**src/include/port_one_pkg.sv**
```systemverilog
// Package for the port one pin function and pin state logic
package port_one_pkg;
  // Number of pins on the port
  localparam int PIN_COUNT = 8;
  // Register byte offsets, 5 bits wide to match the address compare
  localparam logic [4:0] ADR_DATA = 5'h00;
  localparam logic [4:0] ADR_DIRECTION = 5'h04;
  localparam logic [4:0] ADR_MODE = 5'h08;
  localparam logic [4:0] ADR_PULLUP = 5'h0C;
  localparam logic [4:0] ADR_PINS = 5'h10;
  localparam logic [4:0] ADR_OPMODE = 5'h14;
  // Mode register bit positions
  localparam int WAVE_OUT_BIT = 0;
  localparam int LOW_OVF_BIT = 1;
  localparam int HIGH_OVF_BIT = 2;
  localparam int CAPTURE_BIT = 3;
  // Reset values
  localparam logic [7:0] DATA_RESET = 8'h00;
  localparam logic [7:0] DIRECTION_RESET = 8'h00;
  localparam logic [7:0] MODE_RESET = 8'h00;
  localparam logic [7:0] PULLUP_RESET = 8'h00;
  // Operating modes, one-hot
  typedef enum logic [5:0] {
    OP_ACTIVE = 6'h01,
    OP_SUBACTIVE = 6'h02,
    OP_SLEEP = 6'h04,
    OP_SUBSLEEP = 6'h08,
    OP_WATCH = 6'h10,
    OP_STANDBY = 6'h20
  } op_mode_t;
  localparam logic [2:0] OPCODE_ACTIVE = 3'h0;
  localparam logic [2:0] OPCODE_SUBACTIVE = 3'h1;
  localparam logic [2:0] OPCODE_SLEEP = 3'h2;
  localparam logic [2:0] OPCODE_SUBSLEEP = 3'h3;
  localparam logic [2:0] OPCODE_WATCH = 3'h4;
  localparam logic [2:0] OPCODE_STANDBY = 3'h5;
endpackage : port_one_pkg

```
**src/hw/pin_cell.sv**
```systemverilog
// One port pin: function choice, drive, pull-up and mode-dependent hold
`timescale 1ns/1ps
module pin_cell (
  // Clock and reset
  input wire logic clk_i,
  input wire logic rst_i,
  // Configuration
  input wire logic dir_i,
  input wire logic pullup_i,
  input wire logic data_i,
  input wire logic alt_sel_i,
  input wire logic alt_is_out_i,
  input wire logic alt_out_i,
  // Operating mode
  input wire logic normal_i,
  input wire logic standby_i,
  // Pad drive
  output logic pad_o,
  output logic pad_oe_n_o,
  output logic pullup_on_o
);
  // Drive wanted in functional modes
  logic want_drive;
  logic want_level;
  // Pull-up from the programmed bits
  logic pull_on;

  // Alternate function overrides the direction bit
  always_comb begin
    if (alt_sel_i) begin
      want_drive = alt_is_out_i;
      want_level = alt_out_i;
    end else begin
      want_drive = dir_i;
      want_level = data_i;
    end
  end

  // Pull-up only on a port input with its enable set
  assign pull_on = !dir_i && pullup_i;

  // Pad state per mode; hold modes simply keep the last value
  always_ff @(posedge clk_i) begin
    if (rst_i) begin
      pad_o <= 1'b0;
      pad_oe_n_o <= 1'b1;
      pullup_on_o <= 1'b0;
    end else if (standby_i) begin
      pad_o <= pull_on;
      pad_oe_n_o <= !pull_on;
      pullup_on_o <= pull_on;
    end else if (normal_i) begin
      pad_o <= want_level;
      pad_oe_n_o <= !want_drive;
      pullup_on_o <= pull_on;
    end
  end
endmodule : pin_cell

```
**src/hw/port1_low_pin_mux.sv**
```systemverilog
// Port one pin mux top with Wishbone register slave
//
// Local design decisions: the Wishbone slave port and the register offsets.
`timescale 1ns/1ps
module port1_low_pin_mux
  import port_one_pkg::*;
#(
  parameter int WIDTH = port_one_pkg::PIN_COUNT
) (
  // Clock and reset
  input wire logic clk_i,
  input wire logic rst_i,
  // Wishbone slave
  input wire logic cyc_i,
  input wire logic stb_i,
  input wire logic we_i,
  input wire logic [4:0] adr_i,
  input wire logic [3:0] sel_i,
  input wire logic [31:0] dat_i,
  output logic [31:0] dat_o,
  output logic ack_o,
  // Timer side
  input wire logic timer_wave_i,
  input wire logic timer_low_ovf_i,
  input wire logic timer_high_ovf_i,
  output logic timer_capture_o,
  // Pads
  input wire logic [WIDTH-1:0] general_port_one_i,
  output logic [WIDTH-1:0] general_port_one_o,
  output logic [WIDTH-1:0] general_port_one_oe_n_o,
  output logic [WIDTH-1:0] pullup_on_o
);
  import port_one_pkg::*;

  // Software registers
  logic [WIDTH-1:0] port_data;
  logic [WIDTH-1:0] port_one_direction_reg;
  logic [7:0] port_one_mode_reg;
  logic [WIDTH-1:0] port_one_pullup_reg;
  op_mode_t op_mode;
  // Pin synchroniser, first stage read only by the second
  logic [WIDTH-1:0] pin_meta;
  logic [WIDTH-1:0] pin_sync;
  // Bus strobes
  logic access;
  logic wr;
  // Alternate function selects and outputs per pin
  logic [WIDTH-1:0] alt_sel;
  logic [WIDTH-1:0] alt_is_out;
  logic [WIDTH-1:0] alt_out;
  logic normal;
  logic standby;

  // Decode a three-bit mode code to a one-hot mode
  function automatic op_mode_t decode_mode(input logic [2:0] code, input op_mode_t cur);
    case (code)
      OPCODE_ACTIVE: decode_mode = OP_ACTIVE;
      OPCODE_SUBACTIVE: decode_mode = OP_SUBACTIVE;
      OPCODE_SLEEP: decode_mode = OP_SLEEP;
      OPCODE_SUBSLEEP: decode_mode = OP_SUBSLEEP;
      OPCODE_WATCH: decode_mode = OP_WATCH;
      OPCODE_STANDBY: decode_mode = OP_STANDBY;
      default: decode_mode = cur; // Unused codes leave the mode alone
    endcase
  endfunction : decode_mode

  // Encode the one-hot mode for readback
  function automatic logic [2:0] encode_mode(input op_mode_t m);
    unique case (m)
      OP_ACTIVE: encode_mode = OPCODE_ACTIVE;
      OP_SUBACTIVE: encode_mode = OPCODE_SUBACTIVE;
      OP_SLEEP: encode_mode = OPCODE_SLEEP;
      OP_SUBSLEEP: encode_mode = OPCODE_SUBSLEEP;
      OP_WATCH: encode_mode = OPCODE_WATCH;
      OP_STANDBY: encode_mode = OPCODE_STANDBY;
      default: encode_mode = OPCODE_ACTIVE;
    endcase
  endfunction : encode_mode

  // A new request is one not already acknowledged
  assign access = cyc_i && stb_i && !ack_o;
  assign wr = access && we_i && sel_i[0];

  // Single-cycle acknowledge, dropped the cycle after
  always_ff @(posedge clk_i) begin
    if (rst_i) begin
      ack_o <= 1'b0;
    end else begin
      ack_o <= access;
    end
  end

  // Register writes through byte lane zero
  always_ff @(posedge clk_i) begin
    if (rst_i) begin
      port_data <= DATA_RESET;
      port_one_direction_reg <= DIRECTION_RESET;
      port_one_mode_reg <= MODE_RESET;
      port_one_pullup_reg <= PULLUP_RESET;
    end else if (wr) begin
      case (adr_i)
        ADR_DATA: port_data <= dat_i[WIDTH-1:0];
        ADR_DIRECTION: port_one_direction_reg <= dat_i[WIDTH-1:0];
        ADR_MODE: port_one_mode_reg <= {4'h0, dat_i[3:0]};
        ADR_PULLUP: port_one_pullup_reg <= dat_i[WIDTH-1:0];
        default: begin
        end
      endcase
    end
  end

  // Operating mode, set by software; reset returns to active
  always_ff @(posedge clk_i) begin
    if (rst_i) begin
      op_mode <= OP_ACTIVE;
    end else if (wr && adr_i == ADR_OPMODE) begin
      op_mode <= decode_mode(dat_i[2:0], op_mode);
    end
  end

  assign normal = (op_mode == OP_ACTIVE) || (op_mode == OP_SUBACTIVE);
  assign standby = (op_mode == OP_STANDBY);

  // Read data; unmapped addresses read zero
  always_ff @(posedge clk_i) begin
    if (rst_i) begin
      dat_o <= 32'h0000_0000;
    end else if (access && !we_i) begin
      case (adr_i)
        ADR_DATA: dat_o <= {24'h000000, port_data};
        ADR_DIRECTION: dat_o <= {24'h000000, port_one_direction_reg};
        ADR_MODE: dat_o <= {24'h000000, port_one_mode_reg};
        ADR_PULLUP: dat_o <= {24'h000000, port_one_pullup_reg};
        ADR_PINS: dat_o <= {24'h000000, pin_sync};
        ADR_OPMODE: dat_o <= {29'h00000000, encode_mode(op_mode)};
        default: dat_o <= 32'h0000_0000;
      endcase
    end
  end

  // Two-flop synchroniser on the pad inputs
  always_ff @(posedge clk_i) begin
    if (rst_i) begin
      pin_meta <= '0;
      pin_sync <= '0;
    end else begin
      pin_meta <= general_port_one_i;
      pin_sync <= pin_meta;
    end
  end

  // Capture input routed from pin 3 only while selected
  always_ff @(posedge clk_i) begin
    if (rst_i) begin
      timer_capture_o <= 1'b0;
    end else begin
      timer_capture_o <= port_one_mode_reg[CAPTURE_BIT] & pin_sync[3];
    end
  end

  // Alternate function table for the low four pins
  always_comb begin
    alt_sel = '0;
    alt_is_out = '0;
    alt_out = '0;
    alt_sel[3] = port_one_mode_reg[CAPTURE_BIT];
    alt_is_out[3] = 1'b0;
    alt_sel[2] = port_one_mode_reg[HIGH_OVF_BIT];
    alt_is_out[2] = 1'b1;
    alt_out[2] = timer_high_ovf_i;
    alt_sel[1] = port_one_mode_reg[LOW_OVF_BIT];
    alt_is_out[1] = 1'b1;
    alt_out[1] = timer_low_ovf_i;
    alt_sel[0] = port_one_mode_reg[WAVE_OUT_BIT];
    alt_is_out[0] = 1'b1;
    alt_out[0] = timer_wave_i;
  end

  // One cell per pin
  genvar g;
  generate
    for (g = 0; g < WIDTH; g++) begin : gen_pin
      pin_cell u_cell (
        .clk_i(clk_i),
        .rst_i(rst_i),
        .dir_i(port_one_direction_reg[g]),
        .pullup_i(port_one_pullup_reg[g]),
        .data_i(port_data[g]),
        .alt_sel_i(alt_sel[g]),
        .alt_is_out_i(alt_is_out[g]),
        .alt_out_i(alt_out[g]),
        .normal_i(normal),
        .standby_i(standby),
        .pad_o(general_port_one_o[g]),
        .pad_oe_n_o(general_port_one_oe_n_o[g]),
        .pullup_on_o(pullup_on_o[g])
      );
    end
  endgenerate
endmodule : port1_low_pin_mux

```
**config.mk**
```make
export PLATFORM = sky130hd
export DESIGN_NAME = port1_low_pin_mux
export DESIGN_NICKNAME = d
export VERILOG_FILES = /design/src/include/port_one_pkg.sv /design/src/hw/pin_cell.sv /design/src/hw/port1_low_pin_mux.sv
export SDC_FILE = /design/constraint.sdc
export NUM_CORES = 1
export LEC_CHECK = 0
export BUFFER_PORTS_ARGS = -buffer_cell sky130_fd_sc_hd__buf_2
export CORE_MARGIN = 10
export CORE_UTILIZATION = 40
export CTS_CLUSTER_DIAMETER = 200
export CTS_CLUSTER_SIZE = 10
export DETAILED_ROUTE_END_ITERATION = 10
export HOLD_SLACK_MARGIN = 0.02
export PLACE_DENSITY = 0.69
export SLEW_MARGIN = 20
export SYNTH_ARGS = -nofsm -noshare
export SYNTH_HDL_FRONTEND = slang
export SYNTH_SLANG_ARGS = --single-unit
```
**constraint.sdc**
```tcl
create_clock -name clk_i -period 2.14 [get_ports clk_i]
set_clock_uncertainty 0.05 [all_clocks]
set_input_delay 0.321 -clock clk_i [delete_from_list [all_inputs] [get_ports clk_i]]
set_output_delay 0.321 -clock clk_i [all_outputs]
set_load 0.01 [all_outputs]
```
# --- Yosys cells after proc, flatten, opt, wreduce, memory -nomap -nowiden ---
# Index checks and enable logic that the tools add are counted.
word_totals:
  word_cells: 156
  input_bits: 57
  register_bits: 108
op_classes:
  reduce_logical: 46
  eq_ne: 16
  n_bitwise: 1
  mux: 59
ops:
  columns: ["operator", "n"]
  rows:
  - ["$mux 1", 56]
  - ["$pmux 8 s6", 1]
  - ["$pmux 6 s6", 1]
  - ["$logic_not 1->1", 22]
  - ["$pmux 3 s5", 1]
  - ["$logic_and 1x1->1", 14]
  - ["$eq 5x4->1 const B", 2]
  - ["$eq 5x5->1 const B", 2]
  - ["$reduce_and 2->1", 5]
  - ["$eq 3x2->1 const B", 2]
  - ["$eq 3x3->1 const B", 2]
  - ["$eq 6x1->1 const B", 1]
  - ["$eq 6x2->1 const B", 1]
  - ["$eq 6x3->1 const B", 1]
  - ["$eq 6x4->1 const B", 1]
  - ["$eq 6x5->1 const B", 1]
  - ["$eq 6x6->1 const B", 1]
  - ["$reduce_bool 6->1", 1]
  - ["$eq 5x3->1 const B", 1]
  - ["$logic_not 5->1", 1]
  - ["$eq 3x1->1 const B", 1]
  - ["$logic_not 3->1", 1]
  - ["$reduce_bool 2->1", 1]
  - ["$and 1x1->1", 1]
  - ["$logic_or 1x1->1", 1]

# --- Longest topological paths before layout ---
logic_depth:
  depth_word: 6
  depth_mapped: 7
  mapped_depth_nobuf: 4

# --- Hierarchy ---
# Synthesis repeated with hierarchy kept, for this count alone.
unflattened:
  hier_cells: 425
  area_unflattened_um2: 3937.5
modules_own_cells:
  columns: ["mod", "cells_per_inst", "n_inst", "area_per_inst_um2", "seq_area_each_um2"]
  rows:
  - ["port1_low_pin_mux", 289, 1, 2756.4, 1201.2]
  - ["pin_cell", 17, 8, 147.6, 60.1]

# --- Worst setup path before layout ---
# No wires, ideal clock.
synth_timing:
  path_kind: "input to register"
  startpoint: "input port adr_i[4]"
  endpoint: "register port_one_pullup_reg[0]"
  setup_ns: 0.128
  slack_ns: 0.100
  t_arrival_ns: 1.862
  cell_stages: 7
  path_buffers: 3
  path_cell_list: "buf_6 -> or4b_4 -> buf_6 -> or4_1 -> buf_2 -> mux2i_1 -> nor2_1"
synth_via:
  elab_chain_len: 2
synth_lines:
  columns: ["element", "line_no", "text"]
  rows:
  - ["from (decl)", "port1_low_pin_mux.sv:17", "input wire logic [4:0] adr_i,"]
  - ["$eq 5x4->1", "port1_low_pin_mux.sv:101", "case (adr_i)"]
  - ["$reduce_and 2->1 (no line)", null, null]
  - ["to (signal assigned)", "port1_low_pin_mux.sv:105", "ADR_PULLUP: port_one_pullup_reg <= dat_i[WIDTH-1:0];"]
  - ["to (decl)", "port1_low_pin_mux.sv:39", "logic [WIDTH-1:0] port_one_pullup_reg;"]
# Every way passes these cells.
# A chain may end at the register's enable or synchronous reset.

# --- Worst setup path after layout ---
layout_timing:
  startpoint: "register op_mode[3]"
  endpoint: "register gen_pin[7].u_cell.pad_oe_n_o"
layout_via:
  elab_chain_len: 3
  word_cells_on_any_way: 6
  classes_between: "eq/ne: 3; mux: 1; reduce/logical: 2"
layout_lines:
  columns: ["element", "line_no", "text"]
  rows:
  - ["from (decl)", "port1_low_pin_mux.sv:40", "op_mode_t op_mode;"]
  - ["from (signal assigned)", "port1_low_pin_mux.sv:117", "op_mode <= decode_mode(dat_i[2:0], op_mode);"]
  - ["$eq 6x1->1 or $eq 6x2->1 (tied branches)", "port1_low_pin_mux.sv:121", "assign normal = (op_mode == OP_ACTIVE) || (op_mode == OP_SUBACTIVE);"]
  - ["$logic_or 1x1->1", "port1_low_pin_mux.sv:121", null]
  - ["$reduce_bool 2->1 (no line)", null, null]
  - ["to (signal assigned)", "pin_cell.sv:50", "pad_oe_n_o <= !pull_on;"]
  - ["to (signal assigned)", "pin_cell.sv:54", "pad_oe_n_o <= !want_drive;"]
  - ["to (decl)", "pin_cell.sv:19", "output logic pad_oe_n_o,"]
# Parallel ways exist; a longest one is shown, timed or not.

==> results.py <==
metrics = {
    "status": {
        "status": "finished, final reports clean",
    },
    "detailed_routing": {
        "drtIter0Drc": 198,
        "post_drt_wl_per_cell_um": 15.3,
        "vias_per_cell": 4.99,
        "vias": 3125,
        "drc": 0,
        "ant_nets": 0,
        "wirelength_um": 9550,
        "first_pass_iters": 6,
    },
    "clock_network": {
        "clock_sinks": 84,
        "root_buffer": "clkbuf_8",
        "cts_tree": "yes",
        "cts_max_path_buffers": 2,
        "post-cts-setup-buffer-count": 0,
        "clkTransAtPathRegs_ns": 0.09,
        "htree_levels": 3,
        "ctsResizeCount": 0,
        "clk_latency_ns": 0.36,
        "cts_hold_buf": 0,
        "cts_made_buffers": 9,
    },
    "die": {
        "rows": 36,
        "fp.coreArea_um2": 9730,
        "fp.dieH_um": 120,
        "start_util_pct": 40.7,
        "fp.dieW_um": 120,
        "dieArea_um2": 14300,
        "io_pins": 115,
    },
    "placement": {
        "placed_area_um2": 4230,
        "dp_slack_ns": 0.125,
        "gp_congestion": 0.883,
        "dp_hpwl_um": 7150,
        "io_buffers": 63,
    },
    "synthesis": {
        "yosysUniqueCellTypes": 55,
        "synth_top_family_by_area": "simple AND/OR/NAND/NOR gates",
        "synth_fa_ha_area_share_pct": 0,
        "synth-compound-area-share_pct": 12.8,
        "yosys-top-cells-area": "dfxtp_1 (42%), mux2i_1 (9.1%), buf_4 (9.1%)",
        "synth.mux.area_fraction_pct": 9.94,
        "synth-edff-count": 0,
        "synth-seq-area-share_pct": 42.4,
        "synth_top_area_share_pct": 42.4,
        "synth-xor-area-share_pct": 0.884,
        "ys_async_sr_fraction_pct": 0,
        "synth_ff_type": "dfxtp_1",
        "syn_area_um2": 3960,
        "synth.avg_cell_area_um2": 8.89,
        "synth-simple-area-share_pct": 21.3,
        "yosys-top-cells-count": "dfxtp_1 (84), buf_4 (48), nor2_1 (41)",
        "ys_warn_count": 0,
        "synth_seq_cells": 84,
        "yosysMostFrequentCell": "dfxtp_1",
        "yosys.area.top_type": "dfxtp_1",
        "syn-instance-count": 446,
    },
    "sta": {
        "rsz0062_at_grt": "no",
        "report.final.hold_viol_count": 0,
        "finalCritPeriodShare_pct": 83.0,
        "fmax_mhz": 563,
        "post-route-min-period_ns": 1.78,
        "maxSlewViolCount": 0,
        "setup_ws_ns": 0.364,
        "setup_tns_ns": 0,
        "setup_viol": 0,
        "timing.hold.ws_ns": 0.112,
    },
    "layout": {
        "antenna_cells": 0,
        "multi_input_area_um2": 1870,
        "fin_nets": 545,
        "area_delta_synth_final_pct": 11.9,
        "drive_above_1_share_pct": 21.5,
        "finalInstanceArea_um2": 4440,
        "regArea_um2": 1680,
        "n_fill_cell": 974,
    },
    "global_route": {
        "grt_overflow": 0,
        "grt_pass1_wl_um": 15900,
        "antenna_found_initial": 0,
        "grt.total_usage_pct": 13.4,
        "grt_pass1_vias": 3159,
        "grt_max_degree": 31,
    },
    "setup_path": {
        "critical_path_arrival_ns": 1.98,
        "worstSetupStartpointType": "flop",
        "required_ns": 2.35,
        "path_max_fanout": 10,
        "critPathKind": "flop to flop",
        "crit_path_end_kind": "flop",
    },
    "power": {
        "vdd_drop_max_uv": 425,
        "pwr_density_cell_nw_per_um2": 665,
        "leakagePower_nw": 1.81,
    },
    "min_path": {
        "min_path_type": "primary input to flop",
    },
    "run": {
        "drv_cap": 0,
    },
}
[layout by cell type, fill, tap and decap left out, drive strengths merged, types with 3 or more instances in the layout]
cell type | synthesis | final
a211oi | 3 | 3
a21oi | 23 | 23
a221o | 5 | 5
a22o | 5 | 5
a31oi | 5 | 5
and2 | 6 | 6
buf | 55 | 83
clkbuf | 20 | 9
clkinv | 0 | 3
conb | 1 | 24
dfxtp | 84 | 84
inv | 5 | 7
mux2i | 36 | 36
nand2 | 35 | 35
nand2b | 3 | 3
nand3 | 17 | 17
nand3b | 4 | 4
nor2 | 41 | 41
nor2b | 28 | 28
nor3 | 10 | 10
nor4 | 3 | 3
o211ai | 5 | 5
o21ai | 16 | 16
o31ai | 3 | 3
o32ai | 4 | 4
[cells by family (layout without fill, tap and decap cells)]
kind of cell | after synthesis | in the layout
AO/OA/AOI/OAI | 77 | 77
XOR/XNOR | 4 | 4
buffers and inverters | 80 | 104
flip-flops | 84 | 84
multiplexers | 38 | 38
other | 1 | 24
AND/OR/NAND/NOR | 162 | 162
[critical path, stage by stage (launching register included)]
cell     delay [ns]
dfxtp_1        0.38
nor3_1         0.27
and3_1         0.50
a21oi_1        0.14
a221o_1        0.33
[layout make-up]
cell class,count,share of cell area (%)
Multi-Input combinational cell,305,42.2
Sequential cell,84,37.9
Timing Repair Buffer,83,11.1
Tap cell,133,3.75
Clock buffer,9,2.79
Clock inverter,7,1.92
Inverter,5,0.423
[where the power goes]
group	switching [W]	internal, W	leakage [nW]
logic	0.000118	0.0000641	1.03
registers	0.00000550	0.00158	0.681
clock network	0.000626	0.000557	0.103
total	0.000750	0.00220	1.81
[per-layer routing]
layer / routed length, um / share of wire (%) / vias up / GRT usage (%)
li1: - / - / 1561 / -
met1: 4510 / 47 / 1446 / 17.7
met2: 4200 / 44 / 107 / 20.5
met3: 721 / 7.5 / 11 / 4.41
met4: 124 / 1.3 / 0 / 4.22
met5: 0 / 0 / - / 0
[path summary, 6_finish.rpt]
kind                            cells past startpoint                   from  slack, ns                      endpoint
worst max-delay path                                4             op_mode[3]       0.36  gen_pin[7].u_cell.pad_oe_n_o
worst min-delay path                                2  general_port_one_i[2]       0.11                   pin_meta[2]
worst max register to register                      4             op_mode[3]       0.36  gen_pin[7].u_cell.pad_oe_n_o
worst min register to register                      1            pin_meta[5]       0.39                   pin_sync[5]
[per-stage QoR]
stage	std cells	utilization (%)	total power, W
floorplan	469	-	0.00176
global placement	610	43.5	0.00180
detailed placement	610	43.5	0.00180
CTS	626	45.6	0.00297
global route	626	45.6	0.00307
finish	626	45.6	0.00295
Note: power is estimated with default switching activity, not from simulation.
